==> src/include/emc_pkg.sv <==
// Constants and carriers for the receive classifier, MDIO and MII block
// Function
// - Flag type match on frame bytes 13-14
// - Type match value resets to zero
// - Type match only reported, never filters
// - Type 0x8100 sets VLAN status bit 21
// - Null VID sets bit 20 too
// - Copy priority and CFI into status
// - Config bit 8 raises length limit
// - Management write starts shift, flags completion
// - MSB out, MDIO in, each MDC
// - Live shift contents; bits end home
// - Divide-by-32 setting gives about 2000 cycles
// - Select bit picks reduced or full interface
// - Reduced mode pairs dibits into nibbles
// - Reduced mode ignores collision and tx error
// - Receive ownership is word 0 bit 0
// - Receive wrap bit returns to ring base
// - Transmit buffers 1-2047 bytes, 128 per frame
// - Transmit ownership bit 31, wrap bit 30
package emc_pkg;
  localparam logic [7:0] OFF_NCR   = 8'h00;
  localparam logic [7:0] OFF_NCFG  = 8'h04;
  localparam logic [7:0] OFF_NSR   = 8'h08;
  localparam logic [7:0] OFF_RBQP  = 8'h18;
  localparam logic [7:0] OFF_TBQP  = 8'h1c;
  localparam logic [7:0] OFF_MAN   = 8'h34;
  localparam logic [7:0] OFF_TID   = 8'hb8;
  localparam logic [7:0] OFF_USRIO = 8'hc0;
  localparam logic [31:0] NCFG_RST = 32'h0000_0800;
  localparam int NCR_RE    = 2;
  localparam int NCR_TE    = 3;
  localparam int CFG_BIG   = 8;
  localparam int CFG_CLK   = 10;
  localparam int NSR_MDIO  = 1;
  localparam int NSR_IDLE  = 2;
  localparam int ST_TID    = 22;
  localparam int ST_VLAN   = 21;
  localparam int ST_PRI    = 20;
  localparam int ST_PRIO   = 17;
  localparam int ST_CFI    = 16;
  localparam int RXW_OWN   = 0;
  localparam int RXW_WRAP  = 1;
  localparam int TXW_OWN   = 31;
  localparam int TXW_WRAP  = 30;
  localparam int TXW_LAST  = 15;
  localparam logic [15:0] TPID_VLAN = 16'h8100;
  localparam int MAX_STD   = 1518;
  localparam int MAX_BIG   = 1536;
  localparam int TX_BUFS   = 128;
  localparam logic [31:0] DESC_STEP = 32'h0000_0008;
  localparam logic [5:0] MDIO_PRE  = 6'h1f;
  localparam logic [5:0] MDIO_LAST = 6'h1f;
  localparam logic [5:0] MDIO_TA   = 6'h0e;
  localparam logic [1:0] OP_READ   = 2'h2;
  localparam logic [6:0] MDC_BASE  = 7'h08;
  localparam logic [3:0] SFD_NIB   = 4'hd;
  localparam logic [1:0] SFD_DIBIT = 2'h3;

  typedef struct packed {
    logic       clk;
    logic [3:0] rxd;
    logic       dv;
    logic       crs;
    logic       er;
    logic       col;
  } emc_rx_pins_t;

  typedef struct packed {
    logic [3:0] txd;
    logic       en;
    logic       er;
  } emc_tx_pins_t;

  typedef struct packed {
    logic       valid;
    logic [3:0] nib;
    logic       er;
  } emc_tx_src_t;

  typedef struct packed {
    logic        valid;
    logic        too_long;
    logic [31:0] word;
  } emc_rx_stat_t;
endpackage

==> src/rtl/emc_mac_core.sv <==
// Receive classifier, MDIO shifter, MII/RMII adapter and descriptor rings
//
// Chosen here: the register offsets and the APB slave port.
`timescale 1ns/1ps
`default_nettype none
module emc_mac_core #(
  parameter int RX_MAX_STD = 1518,
  parameter int RX_MAX_BIG = 1536
) (
  input  wire logic                  pclk,
  input  wire logic                  presetn,
  input  wire logic                  psel,
  input  wire logic                  penable,
  input  wire logic                  pwrite,
  input  wire logic [7:0]            paddr,
  input  wire logic [31:0]           pwdata,
  output logic [31:0]                prdata,
  output logic                       pready,
  output logic                       pslverr,
  output logic                       mdc,
  input  wire logic                  mdio_i,
  output logic                       mdio_o,
  output logic                       mdio_oe,
  output logic                       mgmt_done_pulse,
  input  wire emc_pkg::emc_rx_pins_t rx_pins,
  input  wire logic                  tx_or_ref_clock,
  output emc_pkg::emc_tx_pins_t      tx_pins,
  input  wire emc_pkg::emc_tx_src_t  tx_src,
  output logic                       tx_take,
  output emc_pkg::emc_rx_stat_t      rx_stat,
  input  wire logic [31:0]           rx_desc_w0,
  input  wire logic                  rx_desc_next,
  output logic [31:0]                rx_desc_ptr,
  output logic                       rx_desc_ours,
  input  wire logic [31:0]           tx_desc_w1,
  input  wire logic                  tx_desc_next,
  output logic [31:0]                tx_desc_ptr,
  output logic                       tx_desc_ours,
  output logic                       tx_desc_err
);
  import emc_pkg::*;

  // Byte counter is 14 bits wide
  if (RX_MAX_BIG < RX_MAX_STD || RX_MAX_BIG > 16383) begin : g_bad_max
    $error("RX_MAX_BIG must be in RX_MAX_STD..16383");
  end

  // ----------------------------------------
  // State
  // ----------------------------------------
  typedef enum logic [2:0] {
    M_IDLE  = 3'b001,
    M_PRE   = 3'b010,
    M_SHIFT = 3'b100
  } emc_mst_t;

  typedef enum logic [2:0] {
    R_IDLE = 3'b001,
    R_PRE  = 3'b010,
    R_DATA = 3'b100
  } emc_rst_t;

  typedef struct packed {
    logic [31:0]  rdata;
    logic [31:0]  ncr;
    logic [31:0]  ncfg;
    logic [31:0]  man;
    logic [15:0]  tid;
    logic         rmii;
    logic [31:0]  rbase;
    logic [31:0]  rcur;
    logic [31:0]  tbase;
    logic [31:0]  tcur;
    logic [7:0]   tbufs;
    logic         terr;
    emc_mst_t     ms;
    logic [6:0]   mcnt;
    logic [5:0]   mbit;
    logic         mrd;
    logic         mdc;
    logic         mdo;
    logic         moe;
    logic         midle;
    logic         mirq;
    logic         rck;
    logic         tck;
    emc_rst_t     rs;
    logic         rhalf;
    logic [1:0]   rlo;
    logic         bhalf;
    logic [3:0]   lonib;
    logic [13:0]  rcnt;
    logic [15:0]  rtype;
    logic [15:0]  rtci;
    emc_rx_stat_t stat;
    logic         tphase;
    logic [1:0]   thi;
    emc_tx_pins_t tx;
    logic         take;
  } emc_state_t;

  emc_state_t s_q;
  emc_state_t s_d;

  // ----------------------------------------
  // Bus decode
  // ----------------------------------------
  logic hit;
  logic wr;
  logic [31:0] rd_mux;
  logic [6:0] div;
  logic [6:0] half;

  always_comb begin
    case (paddr)
      OFF_NCR, OFF_NCFG, OFF_NSR, OFF_RBQP,
      OFF_TBQP, OFF_MAN, OFF_TID, OFF_USRIO: begin
        hit = 1'b1;
      end
      default: begin
        hit = 1'b0;
      end
    endcase
  end

  assign wr = psel & penable & pwrite & hit;

  always_comb begin
    rd_mux = 32'h0000_0000;
    case (paddr)
      OFF_NCR:   rd_mux = s_q.ncr;
      OFF_NCFG:  rd_mux = s_q.ncfg;
      OFF_NSR: begin
        rd_mux[NSR_IDLE] = s_q.midle;
        rd_mux[NSR_MDIO] = mdio_i;
      end
      OFF_RBQP:  rd_mux = s_q.rcur;
      OFF_TBQP:  rd_mux = s_q.tcur;
      OFF_MAN:   rd_mux = s_q.man;
      OFF_TID:   rd_mux[15:0] = s_q.tid;
      OFF_USRIO: rd_mux[0] = s_q.rmii;
      default:   rd_mux = 32'h0000_0000;
    endcase
  end

  // Clock select 0..3 gives divide 8, 16, 32, 64
  assign div  = MDC_BASE << s_q.ncfg[CFG_CLK +: 2];
  assign half = div >> 1;

  // ----------------------------------------
  // Next state
  // ----------------------------------------
  logic       redge;
  logic       tedge;
  logic       nv;
  logic [3:0] nib;
  logic       rdv;
  logic [7:0] byt;
  logic       bv;
  logic [13:0] rmax;

  always_comb begin
    s_d  = s_q;
    nv   = 1'b0;
    nib  = rx_pins.rxd;
    bv   = 1'b0;
    byt  = {rx_pins.rxd, s_q.lonib};
    // Reduced mode runs both paths from the reference clock
    redge = s_q.rmii ? (tx_or_ref_clock & ~s_q.tck)
                     : (rx_pins.clk & ~s_q.rck);
    tedge = tx_or_ref_clock & ~s_q.tck;
    rdv   = rx_pins.dv;
    rmax  = s_q.ncfg[CFG_BIG] ? 14'(RX_MAX_BIG)
                              : 14'(RX_MAX_STD);
    s_d.rck  = rx_pins.clk;
    s_d.tck  = tx_or_ref_clock;
    s_d.mirq = 1'b0;
    s_d.take = 1'b0;
    s_d.stat.valid = 1'b0;
    if (psel & ~penable) begin
      s_d.rdata = rd_mux;
    end

    if (wr) begin
      case (paddr)
        OFF_NCR:   s_d.ncr = pwdata;
        OFF_NCFG:  s_d.ncfg = pwdata;
        OFF_TID:   s_d.tid = pwdata[15:0];
        OFF_USRIO: s_d.rmii = pwdata[0];
        OFF_RBQP: begin
          s_d.rbase = pwdata;
          s_d.rcur  = pwdata;
        end
        OFF_TBQP: begin
          s_d.tbase = pwdata;
          s_d.tcur  = pwdata;
          s_d.tbufs = 8'h00;
        end
        OFF_MAN: begin
          // Writes while busy are dropped
          if (s_q.ms == M_IDLE) begin
            s_d.man   = pwdata;
            s_d.mrd   = pwdata[29:28] == OP_READ;
            s_d.ms    = M_PRE;
            s_d.mcnt  = 7'h00;
            s_d.mbit  = 6'h00;
            s_d.midle = 1'b0;
          end
        end
        default: ;
      endcase
    end

    // MDIO: 32 preamble ones then the 32-bit frame
    case (s_q.ms)
      M_IDLE: ;
      M_PRE, M_SHIFT: begin
        s_d.mcnt = s_q.mcnt + 7'h01;
        if (s_q.mcnt == half - 7'h01) begin
          s_d.mdc = 1'b1;
          if (s_q.ms == M_SHIFT) begin
            // Own bits rotate back home; released bits take the PHY
            s_d.man = {s_q.man[30:0],
                       s_q.moe ? s_q.man[31] : mdio_i};
          end
        end
        if (s_q.mcnt == div - 7'h01) begin
          s_d.mdc  = 1'b0;
          s_d.mcnt = 7'h00;
          s_d.mbit = s_q.mbit + 6'h01;
          if (s_q.ms == M_PRE && s_q.mbit == MDIO_PRE) begin
            s_d.ms   = M_SHIFT;
            s_d.mbit = 6'h00;
          end else if (s_q.ms == M_SHIFT
                       && s_q.mbit == MDIO_LAST) begin
            s_d.ms    = M_IDLE;
            s_d.midle = 1'b1;
            s_d.mirq  = 1'b1;
          end
        end
      end
      default: s_d.ms = M_IDLE;
    endcase
    s_d.mdo = (s_d.ms == M_SHIFT) ? s_d.man[31] : 1'b1;
    s_d.moe = (s_d.ms == M_PRE)
            | (s_d.ms == M_SHIFT
               & ~(s_d.mrd & s_d.mbit >= MDIO_TA));

    // Receive: nibble or dibit pairing, then bytes
    if (redge) begin
      case (s_q.rs)
        R_IDLE: begin
          if (rdv & s_q.ncr[NCR_RE]) begin
            s_d.rs = R_PRE;
          end
        end
        R_PRE: begin
          if (!rdv) begin
            s_d.rs = R_IDLE;
          end else if (s_q.rmii ? rx_pins.rxd[1:0] == SFD_DIBIT
                                : rx_pins.rxd == SFD_NIB) begin
            s_d.rs    = R_DATA;
            s_d.rhalf = 1'b0;
            s_d.bhalf = 1'b0;
            s_d.rcnt  = 14'h0000;
            s_d.rtype = 16'h0000;
            s_d.rtci  = 16'h0000;
          end
        end
        R_DATA: begin
          if (!rdv) begin
            s_d.rs = R_IDLE;
            s_d.stat.valid    = 1'b1;
            s_d.stat.too_long = s_q.rcnt > rmax;
            s_d.stat.word     = 32'h0000_0000;
            s_d.stat.word[10:0] = s_q.rcnt[10:0];
            if (s_q.rcnt >= 14'd14) begin
              s_d.stat.word[ST_TID] =
                s_q.rtype == s_q.tid;
            end
            if (s_q.rtype == TPID_VLAN) begin
              s_d.stat.word[ST_VLAN] = 1'b1;
              s_d.stat.word[ST_PRI] =
                s_q.rtci[11:0] == 12'h000;
              s_d.stat.word[ST_PRIO +: 3] =
                s_q.rtci[15:13];
              s_d.stat.word[ST_CFI] = s_q.rtci[12];
            end
          end else if (s_q.rmii) begin
            s_d.rhalf = ~s_q.rhalf;
            s_d.rlo   = rx_pins.rxd[1:0];
            if (s_q.rhalf) begin
              nv  = 1'b1;
              nib = {rx_pins.rxd[1:0], s_q.rlo};
            end
          end else begin
            nv = 1'b1;
          end
        end
        default: s_d.rs = R_IDLE;
      endcase
    end
    if (nv) begin
      s_d.bhalf = ~s_q.bhalf;
      s_d.lonib = nib;
      byt = {nib, s_q.lonib};
      bv  = s_q.bhalf;
    end
    if (bv) begin
      if (s_q.rcnt != 14'h3fff) begin
        s_d.rcnt = s_q.rcnt + 14'h0001;
      end
      case (s_q.rcnt)
        14'd12: s_d.rtype[15:8] = byt;
        14'd13: s_d.rtype[7:0]  = byt;
        14'd14: s_d.rtci[15:8]  = byt;
        14'd15: s_d.rtci[7:0]   = byt;
        default: ;
      endcase
    end

    // Transmit
    if (tedge) begin
      if (!s_q.rmii) begin
        s_d.tx.txd = tx_src.nib;
        s_d.tx.en  = tx_src.valid & s_q.ncr[NCR_TE];
        s_d.tx.er  = tx_src.er & s_d.tx.en;
        s_d.take   = s_d.tx.en;
      end else if (s_q.tphase) begin
        s_d.tx.txd = {2'b00, s_q.thi};
        s_d.tphase = 1'b0;
        s_d.take   = 1'b1;
      end else begin
        s_d.tx.en  = tx_src.valid & s_q.ncr[NCR_TE];
        s_d.tx.txd = {2'b00, tx_src.nib[1:0]};
        s_d.tx.er  = 1'b0;
        s_d.thi    = tx_src.nib[3:2];
        s_d.tphase = s_d.tx.en;
      end
    end

    // Descriptor rings; a fault in the same cycle beats the clear
    if (wr && paddr == OFF_TBQP) begin
      s_d.terr = 1'b0;
    end
    if (rx_desc_next) begin
      s_d.rcur = rx_desc_w0[RXW_WRAP] ? s_q.rbase
                 : s_q.rcur + DESC_STEP;
    end
    if (tx_desc_next) begin
      s_d.tcur = tx_desc_w1[TXW_WRAP] ? s_q.tbase
                 : s_q.tcur + DESC_STEP;
      s_d.tbufs = tx_desc_w1[TXW_LAST] ? 8'h00
                  : s_q.tbufs + 8'h01;
      // Zero length or a 128th buffer without the last flag marks the frame bad
      if (tx_desc_w1[10:0] == 11'h000
          || (s_q.tbufs >= 8'(TX_BUFS - 1)
              && !tx_desc_w1[TXW_LAST])) begin
        s_d.terr = 1'b1;
      end
    end
  end

  // ----------------------------------------
  // Registers
  // ----------------------------------------
  always_ff @(posedge pclk or negedge presetn) begin
    if (!presetn) begin
      s_q       <= '0;
      s_q.ncfg  <= NCFG_RST;
      s_q.tid   <= 16'h0000;
      s_q.ms    <= M_IDLE;
      s_q.rs    <= R_IDLE;
      s_q.midle <= 1'b1;
      s_q.mdo   <= 1'b1;
    end else begin
      s_q <= s_d;
    end
  end

  // ----------------------------------------
  // Outputs
  // ----------------------------------------
  assign prdata          = s_q.rdata;
  assign pready          = psel & penable;
  assign pslverr         = psel & penable & ~hit;
  assign mdc             = s_q.mdc;
  assign mdio_o          = s_q.mdo;
  assign mdio_oe         = s_q.moe;
  assign mgmt_done_pulse = s_q.mirq;
  assign tx_pins         = s_q.tx;
  assign tx_take         = s_q.take;
  assign rx_stat         = s_q.stat;
  assign rx_desc_ptr     = s_q.rcur;
  // Ownership is read straight from the fetched word
  assign rx_desc_ours    = ~rx_desc_w0[RXW_OWN];
  assign tx_desc_ptr     = s_q.tcur;
  assign tx_desc_ours    = ~tx_desc_w1[TXW_OWN];
  assign tx_desc_err     = s_q.terr;
endmodule
`default_nettype wire

==> config.mk <==
export PLATFORM = sky130hd
export DESIGN_NAME = emc_mac_core
export DESIGN_NICKNAME = d
export VERILOG_FILES = /design/src/include/emc_pkg.sv /design/src/rtl/emc_mac_core.sv
export SDC_FILE = /design/constraint.sdc
export NUM_CORES = 1
export LEC_CHECK = 0
export BUFFER_PORTS_ARGS = -buffer_cell sky130_fd_sc_hd__buf_2
export CAP_MARGIN = 40
export CORE_MARGIN = 8
export CORE_UTILIZATION = 55
export DETAILED_ROUTE_END_ITERATION = 7
export GPL_TIMING_DRIVEN = 0
export PLACE_DENSITY_LB_ADDON = 0.2
export SKIP_LAST_GASP = 1
export SLEW_MARGIN = 20
export SYNTH_ARGS = -nofsm -noshare
export SYNTH_HDL_FRONTEND = slang
export SYNTH_SLANG_ARGS = --single-unit
==> constraint.sdc <==
create_clock -name pclk -period 6.33 [get_ports pclk]
set_input_delay 0.633 -clock pclk [delete_from_list [all_inputs] [get_ports pclk]]
set_output_delay 0.633 -clock pclk [all_outputs]
set_load 0.01 [all_outputs]
# Word-level counts from Yosys, hierarchy flattened
# Cells that the tools add are included.
word_totals:
  input_bits: 128
  regBits: 393
  output_inout_bits: 146
op_classes:
  shifts: 1
  order_cmp: 4
  n_reduce_logical: 42
  n_eq_ne: 36
  n_addsub: 8
  bitwise_logic: 24
  n_mux: 91
op_table:
  columns: ["cell", "count"]
  rows:
  - ["two-way mux 32 bit", 8]
  - ["two-way mux 185 bit", 1]
  - ["two-way mux 46 bit", 4]
  - ["two-way mux 80 bit", 1]
  - ["one-hot mux 16 bit (5 select lines)", 1]
  - ["one-hot mux 13 bit (6 select lines)", 1]
  - ["two-way mux 72 bit", 1]
  - ["two-way mux 34 bit", 2]
  - ["adder 32 x 4 -> 32 bit (second input constant)", 2]
  - ["two-way mux 64 bit", 1]
  - ["== test 14 x 4 -> 1 bit (second input constant)", 4]
  - ["two-way mux 17 bit", 3]
  - ["two-way mux 8 bit", 6]
  - ["two-way mux 41 bit", 1]
  - ["two-way mux 16 bit", 2]
  - ["two-way mux 1 bit", 28]
  - ["nonzero test 2 bit", 13]
  - ["two-way mux 4 bit", 6]
  - ["AND reduction 2 bit", 11]
  - ["two-way mux 3 bit", 7]
  - ["== test 16 bit", 1]
  - ["== test 16 bit (second input constant)", 1]
  - ["== test 8 x 5 -> 1 bit (second input constant)", 2]
  - ["== test 8 bit (second input constant)", 2]
  - ["50 further kinds", 97]

# Depth between registers and ports, before layout
depth:
  depth_word: 14
  mapped_depth: 9
  mapped_depth_nobuf: 9

# Worst setup path before layout
# No wires, ideal clock.
synth_timing:
  path_kind: "input -> output"
  startpoint: "in paddr[7]"
  endpoint: "out pslverr"
  arrival_time_ps: 2102
  setup_slack_ps: 3595
  stages: 6
  required_time_ps: 5697
  cell_sequence: "clkbuf_1 > nor4_1 > nor2b_1 > clkbuf_1 > o21ai_0 > and3_1"
synth_between:
  elab_chain_len: 5
  elab_cells_between_ends: 12
  classes_between: "eq/ne (7); mux (1); bitwise (2); reduce/logical (2)"
synth_rtl:
  columns: ["element", "line_no", "text"]
  rows:
  - ["start: declaration", "emc_mac_core.sv:15", "input wire logic [7:0] paddr,"]
  - ["== test 8 x 5 -> 1 bit, or another cell as far along", "emc_mac_core.sv:115", "case (paddr)"]
  - ["OR reduction 8 bit *", "emc_mac_core.sv:115", null]
  - ["two-way mux 1 bit *", "emc_mac_core.sv:115", null]
  - ["inverter 1 bit *", "emc_mac_core.sv:386", "assign pslverr = psel & penable & ~hit;"]
  - ["AND 1 bit *", "emc_mac_core.sv:386", null]
  - ["end: declaration", "emc_mac_core.sv:19", "output logic pslverr,"]
# Every way passes the cells marked *; elsewhere a longest branch is shown, timed or not.

# Worst setup path after layout
layout_timing:
  startpoint: "in paddr[5]"
  endpoint: "out pslverr"
# Same word-level chain as after synthesis.

==> results.json <==
{
  "status": "finished clean",
  "ys_top_cells_by_area": "dfrtp_1, nand2_1, buf_4, mux2_2, nor2_1",
  "final_antenna_net_count": 0,
  "first_global_vias": 17500,
  "cts_root_buf": "clkbuf_16",
  "wirelength_um": 63200,
  "seqPwrFrac": 0.456,
  "io_buffers": 204,
  "ios": 274,
  "min_period_ns": 3.83,
  "hold_viol_final": 0,
  "clkLatencyLatePin_ns": 0.56,
  "fin_tns_setup_ns": 0,
  "holdCritPathClass": "in2async",
  "grt_pass1_wl_um": 98700,
  "cell_internal_pwr_uw": 4520,
  "area_growth_pct": 16.3,
  "rows": 70,
  "synth_cell_types": 73,
  "swShare": 0.257,
  "core_area_mm2": 0.0365,
  "hpwlAfterDp_um": 46400,
  "cpPeakStageDelay_ns": 0.63,
  "synth-main-ff-cell": "dfrtp_1",
  "drt_first_pass_iters": 8,
  "yosysMostFrequentCell": "nand2_1",
  "net-switching-power_uw": 1560,
  "path_cells": "buf_2, clkbuf_1, nor4_1, nor2b_1, clkbuf_1, o21ai_0, and3_1, buf_2",
  "criticalPathCategory": "in2out",
  "synth-edff-count": 0,
  "drv_cap": 0,
  "antenna_found_initial": 6,
  "slew_violations": 0,
  "layout-drive-gt1-share": 0.232,
  "final_nets": 2579,
  "ctsHoldBuffers": 0,
  "cp.arrival_ns": 3.20,
  "syn_area_per_cell_um2": 9.42,
  "n_fill_cell": 3019,
  "relSlewSlack": 0.468,
  "cts_num_sinks": 393,
  "tightest_slew_ns": 0.795,
  "max_freq_ghz": 0.261,
  "htree_levels": 2,
  "clk_pin_slew_worst_paths_ns": 0.05,
  "synth_top_cell_by_area": "dfrtp_1",
  "clockBufferDepth": 3,
  "whs_ns": 0.115,
  "grtUsageTotal": 0.283,
  "path_buf_inv": 4,
  "synthesis.instances": 2165,
  "grt_overflow": 0,
  "num_vias": 17800,
  "multiInputGateArea_mm2": 0.00897,
  "die-width_um": 209,
  "skew_ns": 0.0126,
  "drc": 0,
  "rsz0062_at_grt": "no",
  "p_per_area_mw_per_mm2": 257,
  "regArea_mm2": 0.00984,
  "cp_max_fo": 10,
  "p_comb_frac": 0.105,
  "yosysSeqAreaShare": 0.483,
  "postCtsSetupBuffers": 0,
  "drtIter0Drc": 1733,
  "startpoint_type": "primary input",
  "worstPathRequired_ns": 5.70,
  "synth_top_area_share": 0.476,
  "cts_made_buffers": 43,
  "setup_violations": 0,
  "yosys-top-cells-count": "nand2_1, dfrtp_1, nor2_1, buf_4, o21ai_0",
  "clkPwrFrac": 0.439,
  "slowest_stage": "clkbuf_1",
  "cts_resized": 0,
  "p_leak_uw": 0.0117,
  "grt_max_degree": 93,
  "synthArstFlopShare": 1.00,
  "die_height_um": 209,
  "wl_per_cell_um": 21.5,
  "utilization": 0.649,
  "avgViaCountPerCell": 6.06,
  "cp_top_family": "simple AND/OR/NAND/NOR gates",
  "yosysWarnings": 0,
  "ir_drop_v": 0.000176,
  "endpoint_kind": "primary output",
  "fin_crit_sh": 0.605,
  "cts_tree": "done",
  "ys_ff_latch": 393,
  "initial_core_util": 0.558,
  "synth_area_mm2": 0.0204,
  "place.gp.congestion": 0.918,
  "die_area_mm2": 0.0435
}
## final cells by class
cell class | count | share of cell area
sequential | 393 | 0.415
antenna | 6 | 0.000633
inverter | 26 | 0.00412
multi-input combinational | 1500 | 0.378
tap | 468 | 0.0247
clock buffer | 64 | 0.0560
clock inverter | 15 | 0.00802
timing repair buffer | 211 | 0.0489
buffer | 259 | 0.0644
## metrics by stage
stage	cell area [um^2]	total power (uW)	instances	worst slack [ns]
floorplan	20400	3130	2178	3.59
global placement	22000	3420	2850	-3.13
detailed placement	22200	3450	2855	2.60
CTS	23700	6100	2934	2.53
global route	23700	6270	2942	2.41
finish	23700	6080	2942	2.50
## power by group through the flow
stage / registers, uW / clock network (uW) / logic [uW]
6_report: 2770 / 2670 / 640
2_1_floorplan: 2740 / 0 / 385
3_3_place_gp: 2810 / 0 / 616
3_5_place_dp: 2810 / 0 / 639
4_1_cts: 2770 / 2690 / 643
5_1_grt: 2780 / 2790 / 703
## worst register-to-register path: cells and delay by family, from the launching register on
family	cells	cell delay, ns
simple gates	2	0.91
xor+xnor	1	0.14
buf+inv	1	0.25
compound gates	4	1.06
flops	1	0.36
fa+ha+maj	1	0.34
## metal layers
metal	vias to the layer above	wire length, um	global-route usage
li1	8040	-	-
met1	8739	26100	0.386
met2	920	29300	0.449
met3	134	5700	0.0492
met4	0	2160	0.107
met5	-	0	0
## worst paths after layout
path                                 start               to  slack [ns]  cells past startpoint
worst max register to register    s_q[321]          mdio_oe        3.15                      9
worst min register to register    s_q[104]         s_q[104]        0.47                      2
min in group pclk               rx_pins[8]         s_q[102]        0.22                      1
max in group asynchronous          presetn  rx_desc_ptr[20]        4.54                      4
worst max-delay path              paddr[5]          pslverr        2.50                      8
worst min-delay path               presetn      rx_stat[21]        0.12                      1
## cells by family after synthesis
family                   after synthesis  share of synthesized area
multiplexers                         123                     0.0657
other                                  1                   0.000184
AO/OA/AOI/OAI                        440                      0.145
AND/OR/NAND/NOR                      836                      0.186
buffers and inverters                285                     0.0797
adder cells (fa/ha/maj)               17                     0.0104
flip-flops                           393                      0.483
XOR/XNOR                              70                     0.0301
## state kept, by name, summed over array words and instances (netlist names)
signal	cells
s_q	265
prdata	32
rx_desc_ptr	32
tx_desc_ptr	32
rx_stat	20
tx_pins	6
mdc	1
mdio_o	1
mdio_oe	1
mgmt_done_pulse	1
tx_desc_err	1
tx_take	1
## cell usage in the layout (no fill, tap or decap), drive strengths merged, types with 7 or more instances in the layout
cell type | synthesis | final
nor2 | 150 | 150
clkbuf | 87 | 153
clkinv | 1 | 8
o22ai | 10 | 10
nand2 | 436 | 436
mux2 | 87 | 87
a21oi | 74 | 74
and4 | 9 | 9
a21o | 31 | 31
a22o | 7 | 7
nand2b | 11 | 11
xor2 | 48 | 48
ha | 17 | 17
mux2i | 36 | 36
nand4 | 22 | 22
and3 | 34 | 34
buf | 172 | 381
a31oi | 68 | 68
a211oi | 26 | 26
conb | 1 | 14
dfrtp | 388 | 388
and2 | 19 | 19
nand3 | 61 | 61
nor4 | 25 | 25
o21ai | 92 | 92
a22oi | 31 | 31
nor2b | 12 | 12
a31o | 12 | 12
inv | 25 | 26
a222oi | 33 | 33
o211ai | 7 | 7
xnor2 | 22 | 22
nor3 | 25 | 25
Note: power is estimated with default switching activity, not from simulation.
